`config.mk`:
```
export PLATFORM = sky130hd
export DESIGN_NAME = gex_core
export DESIGN_NICKNAME = d
export VERILOG_FILES = /design/src/core/gex_pkg.sv /design/src/core/gex_core.sv /design/src/core/gex_sync.sv
export SDC_FILE = /design/constraint.sdc
export NUM_CORES = 1
export LEC_CHECK = 0
export BUFFER_PORTS_ARGS = -buffer_cell sky130_fd_sc_hd__clkbuf_2
export CAP_MARGIN = 20
export CORE_MARGIN = 2
export CORE_UTILIZATION = 54
export CTS_CLUSTER_DIAMETER = 200
export CTS_CLUSTER_SIZE = 14
export DETAILED_ROUTE_END_ITERATION = 7
export HOLD_SLACK_MARGIN = 0.1
export PLACE_DENSITY = 0.75
export RECOVER_POWER = 100
export SKIP_CTS_REPAIR_TIMING = 1
export SLEW_MARGIN = 20
export SYNTH_ARGS = -nofsm -noshare
export SYNTH_HDL_FRONTEND = slang
export SYNTH_HIERARCHICAL = 1
export SYNTH_SLANG_ARGS = --single-unit
```
`constraint.sdc`:
```
create_clock -name sys_clk -period 4 [get_ports sys_clk]
set_clock_uncertainty 0.05 [all_clocks]
set_input_delay 1 -clock sys_clk [delete_from_list [all_inputs] [get_ports sys_clk]]
set_output_delay 1 -clock sys_clk [all_outputs]
set_load 0.005 [all_outputs]
```
`src/core/gex_pkg.sv`:
```
/*
 * Shared constants, carriers and state encoding for the two-wire
 * eight-bit port expander core.
 * Assumes a single system clock domain; all pins arrive raw and are
 * synchronised inside the core.
 */
package gex_pkg;

    // Register select values (low two bits of the command byte)
    localparam logic [1:0] REG_PIN_LEVEL_IN = 2'h0;
    localparam logic [1:0] REG_DRIVE_LEVEL_OUT = 2'h1;
    localparam logic [1:0] REG_INPUT_INVERT = 2'h2;
    localparam logic [1:0] REG_PIN_DIRECTION = 2'h3;

    // Values after power-up reset
    localparam logic [7:0] DRIVE_LEVEL_OUT_RST = 8'hff;
    localparam logic [7:0] INPUT_INVERT_RST = 8'h00;
    localparam logic [7:0] PIN_DIRECTION_RST = 8'hff;
    localparam logic [7:0] POINTER_RST = 8'h00;
    localparam logic [7:0] PORT_OE_N_RST = 8'hff;
    localparam logic [7:0] DRIVER_OFF = 8'h00;

    // Fixed upper address nibble of the two variants
    localparam logic [3:0] ADDR_UPPER_LOW = 4'h4;
    localparam logic [3:0] ADDR_UPPER_HIGH = 4'h7;

    // Bit counting within one byte
    localparam logic [3:0] BITS_PER_BYTE = 4'h8;
    localparam logic [3:0] LAST_TX_BIT = 4'h7;

    // Stored register set
    typedef struct packed {
        logic [7:0] dir;
        logic [7:0] inv;
        logic [7:0] out;
    } gex_regs_t;

    // All asynchronous inputs, synchronised together
    typedef struct packed {
        logic scl;
        logic sda;
        logic [2:0] strap;
        logic [7:0] pin;
    } gex_pins_t;

    typedef enum logic [2:0] {
        ST_IDLE,
        ST_ADDR,
        ST_CMD,
        ST_WDATA,
        ST_ACK,
        ST_RDATA,
        ST_MACK
    } gex_state_t;

endpackage

```
`src/core/gex_core.sv`:
```
/*
 * Eight-bit port expander core: two-wire bus slave, register pointer,
 * four port registers and the per-pin driver control.
 * Assumes raw bus lines, straps and pins from outside the sys_clk
 * domain, a bus clock well below sys_clk/4 and an external pull-up.
 */
//
// Functional notes
// - Address is fixed nibble plus three straps
// - Last address bit one reads, zero writes
// - Byte after address is stored in pointer
// - Pointer low two bits select register
// - Pointer is never returned on reads
// - Input register shows sampled pin levels
// - Writes to input register are ignored
// - Input register has no reset default
// - Output bits drive only output pins
// - Output register reads back written value
// - Output, direction all ones; invert zero
// - Invert bit one flips reported pin value
// - Inversion applies to input pins only
// - Direction one is input, zero output
// - Output pin enables exactly one driver
// - All pins come up as inputs
// - Reset initialises registers and bus machine
// - Write accepts any number of data bytes
// - Read follows command, restart, read address
`timescale 1ns/1ns
module gex_core import gex_pkg::*; #(
    parameter logic [3:0] ADDR_UPPER = ADDR_UPPER_LOW
) (
    // Clock and power-up reset
    input wire logic sys_clk,
    input wire logic rst_n,
    // Two-wire bus, open drain
    input wire logic scl_in,
    input wire logic sda_in,
    output logic sda_out,
    output logic sda_oe_n,
    // Address straps
    input wire logic addr_strap_bit0,
    input wire logic addr_strap_bit1,
    input wire logic addr_strap_bit2,
    // Port pins, bit n is pin n
    input wire logic [7:0] port_pin_in,
    output logic [7:0] port_pin_out,
    output logic [7:0] port_pin_oe_n,
    output logic [7:0] high_side_driver,
    output logic [7:0] low_side_driver
);

    gex_pins_t raw;
    gex_pins_t syn;
    gex_regs_t regs_q;
    gex_state_t state_q;
    gex_state_t next_q;
    logic scl_d_q;
    logic sda_d_q;
    logic [3:0] cnt_q;
    logic [7:0] shreg_q;
    logic [7:0] tx_q;
    logic [7:0] ptr_q;
    logic rw_q;
    logic more_q;
    logic sda_oe_n_q;
    logic sda_out_q;
    logic [7:0] oe_n_q;
    logic [7:0] pin_out_q;
    logic [7:0] hs_q;
    logic [7:0] ls_q;
    logic scl_rise;
    logic scl_fall;
    logic bus_start;
    logic bus_stop;
    logic byte_done;
    logic addr_hit;
    logic wr_fire;
    logic cmd_fire;
    logic [6:0] own_addr;
    logic [7:0] pin_report;
    logic [7:0] rd_byte;

    // Byte returned for a register select; the pointer has no case
    function automatic logic [7:0] read_byte(
        input logic [1:0] sel,
        input gex_regs_t r,
        input logic [7:0] level
    );
        logic [7:0] v;
        v = level;
        case (sel)
            REG_PIN_LEVEL_IN: v = level;
            REG_DRIVE_LEVEL_OUT: v = r.out;
            REG_INPUT_INVERT: v = r.inv;
            REG_PIN_DIRECTION: v = r.dir;
            default: v = level;
        endcase
        return v;
    endfunction

    assign raw = {scl_in, sda_in, addr_strap_bit2, addr_strap_bit1,
                  addr_strap_bit0, port_pin_in};

    gex_sync #(
        .WIDTH($bits(gex_pins_t))
    ) u_sync (
        .clk(sys_clk),
        .d(raw),
        .q(syn)
    );

    // Edge history of the synchronised bus lines; idle-high at reset
    always_ff @(posedge sys_clk) begin
        if (!rst_n) begin
            scl_d_q <= 1'b1;
            sda_d_q <= 1'b1;
        end else begin
            scl_d_q <= syn.scl;
            sda_d_q <= syn.sda;
        end
    end

    assign scl_rise = syn.scl & ~scl_d_q;
    assign scl_fall = ~syn.scl & scl_d_q;
    assign bus_start = syn.scl & scl_d_q & sda_d_q & ~syn.sda;
    assign bus_stop = syn.scl & scl_d_q & ~sda_d_q & syn.sda;
    assign byte_done = scl_fall && (cnt_q == BITS_PER_BYTE);
    assign own_addr = {ADDR_UPPER, syn.strap};
    assign addr_hit = (shreg_q[7:1] == own_addr);
    assign wr_fire = (state_q == ST_WDATA) && byte_done;
    assign cmd_fire = (state_q == ST_CMD) && byte_done;

    // Live level, no reset term; inversion masked to input pins
    assign pin_report = syn.pin
        ^ (regs_q.inv & regs_q.dir);
    assign rd_byte = read_byte(ptr_q[1:0], regs_q, pin_report);

    // Bus state machine; start and stop override any state
    always_ff @(posedge sys_clk) begin
        if (!rst_n) begin
            state_q <= ST_IDLE;
            next_q <= ST_IDLE;
            cnt_q <= 4'h0;
            shreg_q <= 8'h00;
            tx_q <= 8'h00;
            rw_q <= 1'b0;
            more_q <= 1'b0;
            sda_oe_n_q <= 1'b1;
        end else if (bus_start) begin
            state_q <= ST_ADDR;
            cnt_q <= 4'h0;
            sda_oe_n_q <= 1'b1;
        end else if (bus_stop) begin
            state_q <= ST_IDLE;
            sda_oe_n_q <= 1'b1;
        end else begin
            case (state_q)
                ST_ADDR, ST_CMD, ST_WDATA: begin
                    if (scl_rise && (cnt_q < BITS_PER_BYTE)) begin
                        shreg_q <= {shreg_q[6:0], syn.sda};
                        cnt_q <= cnt_q + 4'h1;
                    end else if (byte_done) begin
                        if ((state_q == ST_ADDR) && !addr_hit) begin
                            state_q <= ST_IDLE;
                        end else begin
                            state_q <= ST_ACK;
                            sda_oe_n_q <= 1'b0;
                        end
                        if (state_q == ST_ADDR) begin
                            rw_q <= shreg_q[0];
                            next_q <= shreg_q[0] ? ST_RDATA : ST_CMD;
                        end else begin
                            next_q <= ST_WDATA;
                        end
                    end
                end
                ST_ACK: begin
                    if (scl_fall) begin
                        cnt_q <= 4'h0;
                        state_q <= next_q;
                        if (next_q == ST_RDATA) begin
                            tx_q <= rd_byte;
                            sda_oe_n_q <= rd_byte[7];
                        end else begin
                            sda_oe_n_q <= 1'b1;
                        end
                    end
                end
                ST_RDATA: begin
                    if (scl_fall) begin
                        if (cnt_q == LAST_TX_BIT) begin
                            sda_oe_n_q <= 1'b1;
                            state_q <= ST_MACK;
                        end else begin
                            tx_q <= {tx_q[6:0], 1'b0};
                            sda_oe_n_q <= tx_q[6];
                            cnt_q <= cnt_q + 4'h1;
                        end
                    end
                end
                ST_MACK: begin
                    if (scl_rise) begin
                        more_q <= ~syn.sda;
                    end else if (scl_fall) begin
                        if (more_q) begin
                            tx_q <= rd_byte;
                            sda_oe_n_q <= rd_byte[7];
                            cnt_q <= 4'h0;
                            state_q <= ST_RDATA;
                        end else begin
                            state_q <= ST_IDLE;
                        end
                    end
                end
                default: begin
                    state_q <= ST_IDLE;
                end
            endcase
        end
    end

    // Command byte goes whole into the pointer; only two bits decode
    always_ff @(posedge sys_clk) begin
        if (!rst_n) begin
            ptr_q <= POINTER_RST;
        end else if (cmd_fire) begin
            ptr_q <= shreg_q;
        end
    end

    // Register writes; a write aimed at the input register is dropped
    always_ff @(posedge sys_clk) begin
        if (!rst_n) begin
            regs_q.out <= DRIVE_LEVEL_OUT_RST;
            regs_q.inv <= INPUT_INVERT_RST;
            regs_q.dir <= PIN_DIRECTION_RST;
        end else if (wr_fire) begin
            case (ptr_q[1:0])
                REG_DRIVE_LEVEL_OUT: regs_q.out <= shreg_q;
                REG_INPUT_INVERT: regs_q.inv <= shreg_q;
                REG_PIN_DIRECTION: regs_q.dir <= shreg_q;
                default: regs_q.out <= regs_q.out;
            endcase
        end
    end

    // Pin drivers lag the registers by one clock, far below bus rate
    always_ff @(posedge sys_clk) begin
        if (!rst_n) begin
            oe_n_q <= PORT_OE_N_RST;
            pin_out_q <= DRIVE_LEVEL_OUT_RST;
            hs_q <= DRIVER_OFF;
            ls_q <= DRIVER_OFF;
        end else begin
            oe_n_q <= regs_q.dir;
            pin_out_q <= regs_q.out;
            hs_q <= ~regs_q.dir & regs_q.out;
            ls_q <= ~regs_q.dir & ~regs_q.out;
        end
    end

    // Open drain: the data output only ever pulls low
    always_ff @(posedge sys_clk) begin
        if (!rst_n) begin
            sda_out_q <= 1'b0;
        end else begin
            sda_out_q <= 1'b0;
        end
    end

    assign sda_out = sda_out_q;
    assign sda_oe_n = sda_oe_n_q;
    assign port_pin_out = pin_out_q;
    assign port_pin_oe_n = oe_n_q;
    assign high_side_driver = hs_q;
    assign low_side_driver = ls_q;
endmodule

```
`src/core/gex_sync.sv`:
```
/*
 * Two-stage synchroniser for a vector of unrelated level inputs.
 * Assumes each bit is an independent level; no word coherence is
 * promised across bits.
 */
`timescale 1ns/1ns
module gex_sync #(
    parameter int WIDTH = 1
) (
    // Clock
    input wire logic clk,
    // Data
    input wire logic [WIDTH-1:0] d,
    output logic [WIDTH-1:0] q
);

    logic [WIDTH-1:0] meta_q;
    logic [WIDTH-1:0] stable_q;

    // No reset, so sampled pin levels carry no invented default
    always_ff @(posedge clk) begin
        meta_q <= d;
        stable_q <= meta_q;
    end

    assign q = stable_q;

endmodule

```
==> summary.txt, run 1 <==
Pwr
  – Flop pwr share: 0.453
  – Gate power share: 0.020
  – Switching share of power: 0.215
  – Leakage: 1.86 nW
  – Clk pwr share: 0.526
  – Peak supply drop: 0.000370 V
  – NetSw: 0.550 mW
  – PD cells: 512 nW/um^2
  – Internal power: 2.00 mW

Setup path
  – Crit path launch: cnt_q[0]$_SDFFE_PP0P_
  – Reg2reg start: cnt_q[0]$_SDFFE_PP0P_
  – Critical path startpoint category: flip-flop
  – FF-to-FF path depth: 7
  – Crit path max fanout: 13
  – R2r endpoint: regs_q[16]$_SDFFE_PN1P_
  – CP arrival: 3360 ps
  – Crit Path Class: flip-flop to flip-flop
  – Worst Path Required: 4320 ps
  – CP endpoint kind: flip-flop
  – CP endpoint: regs_q[16]$_SDFFE_PN1P_
  – R2R Setup Slk: 960 ps

Drt
  – DRC viols: 0
  – Drt via density: 5.52
  – WL/cell: 14.5 um
  – Routed WL: 8510 um
  – Drt pass-1 iters: 4
  – Via total after detailed routing: 3245
  – Post-route antenna net violation count: 0
  – Initial DRC count: 249

CTS
  – Inserted Clock Buffers: 17
  – CTS tree: built
  – Clock buffer depth: 2
  – Clock Sink Count: 113
  – Worst-Skew Late Latency: 510 ps
  – Clock slew seen by the registers of the worst setup and hold paths: 60 ps
  – CTS root buf: clkbuf_8
  – H-tree levels: 4

Floorplanning
  – Full die area: 8600 um^2
  – Die width: 92.7 um
  – Die Y: 92.7 um
  – Core area: 7690 um^2
  – Starting Density: 0.553
  – I/O pin count: 49
  – Rows: 32

Finish
  – Area Overhead vs Synth: 17.3%
  – Total Nets Final: 490
  – Ratio of cells with drive above 1 in the final layout: 0.152
  – Post-route design area: 4990 um^2
  – Ant diodes: 0

STA
  – Setup ws final: 957 ps
  – RSZ-0062 raised after global routing: no
  – Max-slew headroom: -0.140
  – Max-slew violations: 14
  – Final worst path period need: 3040 ps
  – Slew @ Worst Pin: 1700 ps
  – Peak Freq: 0.329 GHz
  – Final Hold Fails: 0
  – Crit share post-route: 0.761
  – Setup-failing EPs final: 0
  – Fin Setup TNS: 0 ps

Logic synthesis
  – Fraction of registers with async set/reset: 0
  – Share of the synthesized area in the top cell type: 0.532
  – Synth Net Count: 448
  – Syn Inst Count: 431
  – Syn avg cell area: 9.86 um^2
  – Synth area leader: dfxtp_1
  – Yosys warnings: 6
  – Post-synth EDFFs: 0
  – Register area share after synthesis: 0.532
  – Synth area leaders: dfxtp_1 (53%), mux2i_1 (7.5%), nand2_1 (4.8%)
  – Cell variety after synth: 58
  – Cell Area, Synth: 4250 um^2
  – Post-synth top flop: dfxtp_1
  – Post-synth top cells: dfxtp_1 (113), nand2_1 (54), mux2i_1 (32), o21ai_0 (25), nor2b_1 (22)
  – Most frequent cell after synthesis: dfxtp_1
  – Post-synthesis register bit count: 113

Run
  – Max Cap Viol: 1

Global route
  – Vias in the first global route: 3031
  – First-pass GRT wire length: 14100 um
  – Pin count of the biggest net entering global routing: 60
  – Total grt overflow: 0
  – GRT Resource Usage Total: 0.211
  – Initial antenna violation count: 0

Outcome
  – Status: complete, but fails checks
  – Failing checks: max-capacitance violations, max-slew violations

Placement
  – GP Congestion: 0.817
  – Pre-CTS WS: 1540 ps
  – Placed Area: 4510 um^2
  – DPL Wire Length: 5460 um
  – Port-buffer cells: 47

Min path
  – Hold Path Class: flip-flop to flip-flop
## worst min path at each step
stage                              start                   end  slack [ps]  depth (start not counted)
5_1_grt        u_sync/meta_q[11]$_DFF_P_  u_sync/q[11]$_DFF_P_         280                          0
3_5_place_dp   u_sync/meta_q[10]$_DFF_P_  u_sync/q[10]$_DFF_P_         260                          0
4_1_cts        u_sync/meta_q[10]$_DFF_P_  u_sync/q[10]$_DFF_P_         270                          0
3_3_place_gp   u_sync/meta_q[10]$_DFF_P_  u_sync/q[10]$_DFF_P_         260                          0
6_report       u_sync/meta_q[10]$_DFF_P_  u_sync/q[10]$_DFF_P_         270                          0
2_1_floorplan   u_sync/meta_q[0]$_DFF_P_   u_sync/q[0]$_DFF_P_         260                          0
## logic make-up after synthesis
logic type,Yosys count,synth area share
other,1,0.000882
XOR/XNOR,4,0.00824
AO/OA/AOI/OAI,81,0.129
flip-flops,113,0.532
multiplexers,35,0.0833
buffers and inverters,40,0.0394
adder cells (fa/ha/maj),2,0.00588
AND/OR/NAND/NOR,155,0.201
## power groups by stage
stage / sequential (mW) / clock (mW) / combinational [mW]
3_5_place_dp: 1.18 / 0 / 0.0529
2_1_floorplan: 1.17 / 0 / 0.0433
4_1_cts: 1.16 / 1.37 / 0.0535
6_report: 1.16 / 1.34 / 0.0523
3_3_place_gp: 1.18 / 0 / 0.0523
5_1_grt: 1.16 / 1.42 / 0.0581
## worst max-delay path, cell delays in order (launching register included)
cell and delay, ps:
dfxtp_1 340, inv_1 60, ha_1 130, and3b_1 220, nand3b_1 280, nor3_1 1410, mux2i_1 320, nand2_1 80
## cell type report
class	count	area [um^2]
inverter	14	52.6
clock inverter	13	115
clock buffer	19	432
tap	102	128
fill	665	2700
multi-input combinational	278	1770
sequential	113	2260
timing repair buffer	49	228
## registers in the layout, indices dropped and copies added (netlist names), 2 cells and up
name,count
ptr_q,2
u_sync/meta_q,13
next_q,3
tx_q,7
u_sync/q,13
port_pin_out,8
high_side_driver,8
state_q,3
low_side_driver,8
shreg_q,8
regs_q,24
cnt_q,4
port_pin_oe_n,8
## cells in the final DEF, fill, tap and decap left out, drive strengths merged, types with 6 or more instances in the layout
master  count
dfxtp     113
clkbuf     67
nand2      54
mux2i      32
o21ai      25
nor2b      22
nor2       19
a21oi      15
inv        14
o211ai     14
nand2b     13
clkinv      8
and3        7
nand3       6
## per-layer routing
| layer | up-vias | wire length [um] | GRT usage |
|---|---|---|---|
| met2 | 96 | 4110 | 0.333 |
| li1 | 1583 | - | - |
| met1 | 1556 | 3920 | 0.268 |
| met4 | 0 | 54 | 0.0723 |
| met3 | 10 | 419 | 0.0749 |
| met5 | - | 0 | 0 |
## per-stage QoR
step	util	power (mW)	std cells	hold slack, ps
2_1_floorplan	-	1.22	431	260
3_3_place_gp	0.587	1.23	556	260
3_5_place_dp	0.587	1.23	556	262
4_1_cts	0.658	2.58	588	275
5_1_grt	0.649	2.64	588	282
6_report	0.649	2.55	588	274
No activity file was read; power rests on OpenSTA's default activity.
==> inputs of run 2 (changes only) <==
--- a/config.mk
+++ b/config.mk
@@ -8,7 +8,7 @@
 export BUFFER_PORTS_ARGS = -buffer_cell sky130_fd_sc_hd__clkbuf_2
 export CAP_MARGIN = 20
 export CORE_MARGIN = 2
-export CORE_UTILIZATION = 54
+export CORE_UTILIZATION = 52
 export CTS_CLUSTER_DIAMETER = 200
 export CTS_CLUSTER_SIZE = 14
 export DETAILED_ROUTE_END_ITERATION = 7
==> constraint.sdc (replaced) <==
create_clock -name sys_clk -period 2.53 [get_ports sys_clk]
set_clock_uncertainty 0.05 [all_clocks]
set_input_delay 0.6325 -clock sys_clk [delete_from_list [all_inputs] [get_ports sys_clk]]
set_output_delay 0.6325 -clock sys_clk [all_outputs]
set_load 0.005 [all_outputs]
==> run 2 against run 1 <==
Against the previous run: the run now ends clean; first-iteration DRC count is 5.2% higher; via count is 0.46% lower; combinational power is 63% higher; setup slack worse by 610 ps; register-to-register slack worse by 610 ps; clock-buffer cell count stayed put; clock power is 70% higher; critical endpoint is now regs_q[9]$_SDFFE_PN0P_; largest cell class unchanged.
==> summary.txt, run 2 (synthesis results as in run 1) <==
CTS
  – Clock Sink Count: 113
  – Clock buffer depth: 2
  – Worst-Skew Late Latency: 510 ps
  – Inserted Clock Buffers: 17
  – Clock slew seen by the registers of the worst setup and hold paths: 60 ps
  – CTS tree: built
  – H-tree levels: 4
  – CTS root buf: clkbuf_8

Pwr
  – Peak supply drop: 0.000495 V
  – Gate power share: 0.020
  – Final Total Pwr: 4.19 mW
  – PD cells: 827 nW/um^2
  – Clk pwr share: 0.544
  – Internal power: 3.29 mW
  – Flop pwr share: 0.436
  – Leakage: 1.92 nW
  – NetSw: 0.905 mW
  – Switching share of power: 0.216

Floorplanning
  – I/O pin count: 49
  – Full die area: 8920 um^2
  – Die width: 94.4 um
  – Core area: 7810 um^2
  – Die Y: 94.4 um
  – Starting Density: 0.545
  – Rows: 32

STA
  – Final worst path period need: 2180 ps
  – Setup-failing EPs final: 0
  – Slew @ Worst Pin: 1140 ps
  – Final Hold Fails: 0
  – RSZ-0062 raised after global routing: no
  – Fin Hold WS: 172 ps
  – Peak Freq: 0.459 GHz
  – Max-slew violations: 0
  – Crit share post-route: 0.861
  – Max-slew headroom: 0.243
  – Fin Setup TNS: 0 ps

Setup path
  – Critical path startpoint category: flip-flop
  – CP peak stage delay: 550 ps
  – CP endpoint kind: flip-flop
  – CP arrival: 2520 ps
  – R2R Setup Slk: 350 ps
  – Crit path max fanout: 14
  – Worst Path Required: 2870 ps
  – Worst path cell trace: inv_1, nor4_1, clkbuf_1, mux2i_1, nor2b_1
  – Worst path slowest cell: dfxtp_1
  – Crit Path Class: flip-flop to flip-flop

Finish
  – Ratio of cells with drive above 1 in the final layout: 0.145
  – Final Core Density: 0.650
  – Total Nets Final: 499
  – Largest Register: regs_q
  – Commonest cells after routing, fill and taps aside: dfxtp_1 (113), nand2_1 (54), mux2i_1 (32)
  – Area Overhead vs Synth: 19.3%
  – Ant diodes: 0
  – Number of flip-flops under the largest register name: 24
  – Commonest non-fill, non-tap cell in the layout: dfxtp_1

Min path
  – Hold Path Class: input port to flip-flop

Placement
  – Port-buffer cells: 47
  – GP Congestion: 0.860
  – DPL Wire Length: 5760 um

Drt
  – Initial DRC count: 262
  – Post-route antenna net violation count: 0
  – WL/cell: 14.6 um
  – Via total after detailed routing: 3230
  – Drt pass-1 iters: 5
  – DRC viols: 0
  – Routed WL: 8740 um
  – Drt via density: 5.41

Global route
  – Total grt overflow: 0
  – Initial antenna violation count: 0
  – GRT Resource Usage Total: 0.208
  – Pin count of the biggest net entering global routing: 68
  – First-pass GRT wire length: 14200 um
  – Vias in the first global route: 2933

Run
  – Max Cap Viol: 0

Outcome
  – Status: finished clean
==> run 2: changes by cell type in the layout (fill, tap and decap cells not counted), moves of 2 or more <==
cell,before,now
inv_6,0,5
buf_4,1,6
clkbuf_2,32,24
clkinvlp_4,4,2
clkinv_2,4,1
clkbuf_1,17,29
==> run 2: worst paths after layout <==
check,from,end,cells past startpoint
setup / recovery,ptr_q[1]$_SDFFE_PN0P_,regs_q[9]$_SDFFE_PN0P_,5
hold / removal,port_pin_in[0],u_sync/meta_q[0]$_DFF_P_,1
setup reg to reg,ptr_q[1]$_SDFFE_PN0P_,regs_q[9]$_SDFFE_PN0P_,5
hold reg to reg,u_sync/meta_q[12]$_DFF_P_,u_sync/q[12]$_DFF_P_,0
==> run 2: per-stage QoR <==
| step | area [um^2] | setup WS (ps) | cells |
|---|---|---|---|
| 2_1_floorplan | 4250 | 702 | 431 |
| 3_3_place_gp | 4590 | 601 | 565 |
| 3_5_place_dp | 4590 | 539 | 565 |
| 4_1_cts | 5180 | 521 | 597 |
| 5_1_grt | 5070 | 187 | 597 |
| 6_report | 5070 | 351 | 597 |
==> run 2: critical path, delay by kind of cell, from the launching register on <==
kind                   cells  cell delay [ps]
AND/OR/NAND/NOR            2              540
flip-flops                 1              550
multiplexers               1              280
buffers and inverters      2              640
==> run 2: power groups by stage <==
| stage | Sequential [mW] | Clock, mW | Combinational, mW |
|---|---|---|---|
| finish | 1.83 | 2.28 | 0.0850 |
| global route | 1.83 | 2.40 | 0.0948 |
| CTS | 1.83 | 2.32 | 0.0896 |
| detailed placement | 1.87 | 0 | 0.0890 |
| global placement | 1.86 | 0 | 0.0879 |
| floorplan | 1.86 | 0 | 0.0684 |
==> run 2: area by class of cell <==
cell class,instances,area (um^2)
Multi-Input combinational cell,278,1780
Inverter,14,52.6
Timing Repair Buffer,58,270
Tap cell,102,128
Clock buffer,19,432
Sequential cell,113,2260
Fill cell,639,2740
Clock inverter,13,150
==> run 2: routing by layer <==
layer | vias to the layer above | part of all wire | global-route usage
met2 | 103 | 0.47 | 0.326
met5 | - | 0 | 0
li1 | 1609 | - | -
met4 | 0 | 0.013 | 0.0894
met3 | 9 | 0.048 | 0.0599
met1 | 1509 | 0.47 | 0.269
==> inputs of run 3 (changes only) <==
--- a/config.mk
+++ b/config.mk
@@ -5,6 +5,7 @@
 export SDC_FILE = /design/constraint.sdc
 export NUM_CORES = 1
 export LEC_CHECK = 0
+export ABC_AREA = 1
 export BUFFER_PORTS_ARGS = -buffer_cell sky130_fd_sc_hd__clkbuf_2
 export CAP_MARGIN = 20
 export CORE_MARGIN = 2
==> run 3 against run 2 <==
Against the previous run: setup slack better by 19 ps; critical path depth up 4; area after synthesis grew 1.7%; register-to-register slack gained 20 ps; clock-buffer cell count up 1; sequential share of layout area fell by 1.3 points; worst hold slack improved by 1.3 ps; synthesized cell count grew 31%.
==> summary.txt, run 3 <==
Logic synthesis
  – Cell variety after synth: 33
  – Syn avg cell area: 7.68 um^2
  – Register area share after synthesis: 0.523
  – Synth area leader: dfxtp_1
  – Post-synthesis register bit count: 113
  – Post-synth top flop: dfxtp_1
  – Cell Area, Synth: 4320 um^2
  – Synth Net Count: 580
  – Syn Inst Count: 563
  – Synth area leaders: dfxtp_1 (52%), nand2_1 (12%), nor2_1 (6.6%)
  – Fraction of registers with async set/reset: 0
  – Most frequent cell after synthesis: nand2_1
  – Post-synth EDFFs: 0
  – Yosys warnings: 6
  – Post-synth top cells: nand2_1 (138), dfxtp_1 (113), nor2_1 (76), inv_1 (57), nand3_1 (44)
  – Share of the synthesized area in the top cell type: 0.523

Floorplanning
  – Die width: 95.2 um
  – Rows: 33
  – I/O pin count: 49
  – Core area: 8130 um^2
  – Starting Density: 0.532
  – Full die area: 9060 um^2
  – Die Y: 95.2 um

Finish
  – Ant diodes: 0
  – Commonest cells after routing, fill and taps aside: nand2_1 (139), dfxtp_1 (113), nor2_1 (78)
  – Number of flip-flops under the largest register name: 24
  – Area Overhead vs Synth: 20.7%
  – FILL cells: 702
  – Largest Register: regs_q
  – Total Nets Final: 633
  – Commonest non-fill, non-tap cell in the layout: nand2_1
  – Ratio of cells with drive above 1 in the final layout: 0.145

Drt
  – Via total after detailed routing: 3827
  – WL/cell: 13.9 um
  – Drt pass-1 iters: 5
  – Routed WL: 10200 um
  – Drt via density: 5.21
  – DRC viols: 0
  – Post-route antenna net violation count: 0
  – Initial DRC count: 248

Pwr
  – Leakage: 2.46 nW
  – Final Total Pwr: 5.38 mW
  – Peak supply drop: 0.000619 V
  – PD cells: 1030 nW/um^2

Setup path
  – CP endpoint kind: flip-flop
  – CP endpoint: cnt_q[0]$_SDFFE_PP0P_
  – FF-to-FF path depth: 9
  – Crit path max fanout: 15
  – Crit Path Class: flip-flop to flip-flop
  – R2R Setup Slk: 370 ps
  – Worst Path Required: 2880 ps
  – Crit path launch: state_q[2]$_SDFFE_PP0P_
  – Reg2reg start: state_q[2]$_SDFFE_PP0P_
  – Critical path startpoint category: flip-flop
  – R2r endpoint: cnt_q[0]$_SDFFE_PP0P_
  – CP arrival: 2510 ps

Run
  – Max Cap Viol: 0

CTS
  – H-tree levels: 4
  – Inserted Clock Buffers: 17
  – Clock Sink Count: 113
  – CTS root buf: clkbuf_8
  – Clock slew seen by the registers of the worst setup and hold paths: 60 ps
  – Worst-Skew Late Latency: 510 ps
  – CTS tree: built
  – Clock buffer depth: 2

Global route
  – Total grt overflow: 0
  – First-pass GRT wire length: 16700 um
  – Vias in the first global route: 3629
  – Initial antenna violation count: 0
  – Pin count of the biggest net entering global routing: 57
  – GRT Resource Usage Total: 0.241

STA
  – Fin Setup TNS: 0 ps
  – Max-slew headroom: 0.259
  – Slew @ Worst Pin: 1110 ps
  – Setup-failing EPs final: 0
  – Final worst path period need: 2160 ps
  – Final Hold Fails: 0
  – RSZ-0062 raised after global routing: no
  – Max-slew violations: 0
  – Peak Freq: 0.463 GHz
  – Crit share post-route: 0.854

Outcome
  – Status: finished clean

Placement
  – Port-buffer cells: 47
  – DPL Wire Length: 6890 um
  – GP Congestion: 0.900

Min path
  – Hold Path Class: input port to flip-flop
[run 3: changes by cell type after synthesis, sizes merged, moves of 7 or more]
cell,previous run,this run
nand2b,13,0
nor2b,22,0
inv,14,63
nor2,19,85
nand3,6,47
a21oi,15,24
mux2i,32,0
nand2,54,142
clkbuf,16,6
and3,7,0
[run 3: cells by family (layout without fill, tap and decap cells)]
group | count (synthesis) | in the layout | share of synthesized area
buffers and inverters | 77 | 143 | 0.0709
and+or+nand+nor | 293 | 293 | 0.296
other | 1 | 1 | 0.000867
DFF | 113 | 113 | 0.523
xor gates and xnor gates | 1 | 1 | 0.00203
adders and majority gates | 2 | 2 | 0.00579
AOI/OAI and AO/OA | 76 | 76 | 0.101
[run 3: cell type report]
type	instances	area (um^2)	area share
tap	105	131	0.0252
sequential	113	2260	0.433
clock buffer	20	445	0.0854
inverter	63	236	0.0453
timing repair buffer	48	225	0.0432
clock inverter	12	180	0.0345
multi-input combinational	373	1740	0.333
[run 3: through the flow]
| stage | worst slack, ps | hold WS (ps) | cells | util | area (um^2) |
|---|---|---|---|---|---|
| after floorplan | 1050 | 260 | 563 | - | 4320 |
| after global placement | 592 | 260 | 702 | 0.569 | 4630 |
| after detailed placement | 528 | 262 | 702 | 0.569 | 4630 |
| after CTS | 508 | 160 | 734 | 0.646 | 5250 |
| after global routing | 168 | 166 | 734 | 0.642 | 5220 |
| final | 370 | 173 | 734 | 0.642 | 5220 |
[run 3: worst max-delay path, cell delays in order (launching register included)]
cell and delay, ps:
dfxtp_1 500, nand3_1 530, inv_2 310, nand2_1 160
nand2_1 150, nor2_4 60, nand2_1 120, nand2_1 80
nand2_1 70, nor2_2 30
[run 3: worst min-delay path by stage]
stage | startpoint | end | slack, ps | cells after the start
CTS | port_pin_in[3] | u_sync/meta_q[3]$_DFF_P_ | 160 | 1
floorplan | u_sync/meta_q[0]$_DFF_P_ | u_sync/q[0]$_DFF_P_ | 260 | 0
global placement | u_sync/meta_q[9]$_DFF_P_ | u_sync/q[9]$_DFF_P_ | 260 | 0
detailed placement | u_sync/meta_q[2]$_DFF_P_ | u_sync/q[2]$_DFF_P_ | 260 | 0
global route | port_pin_in[7] | u_sync/meta_q[7]$_DFF_P_ | 170 | 1
finish | port_pin_in[7] | u_sync/meta_q[7]$_DFF_P_ | 170 | 1
[run 3: per-layer routing]
layer	global-route usage	part of all wire	vias up	routed length, um
met3	0.0617	0.063	29	636
met2	0.407	0.48	142	4840
met5	0	0	-	0
li1	-	-	1903	-
met4	0.105	0.030	0	308
met1	0.291	0.43	1753	4380
[run 3: where the power goes]
group / total (mW) / switching [mW] / internal [mW]
clock: 2.50 / 0.842 / 1.66
sequential: 2.00 / 0.0960 / 1.90
combinational: 0.880 / 0.593 / 0.287
total: 5.38 / 1.53 / 3.85
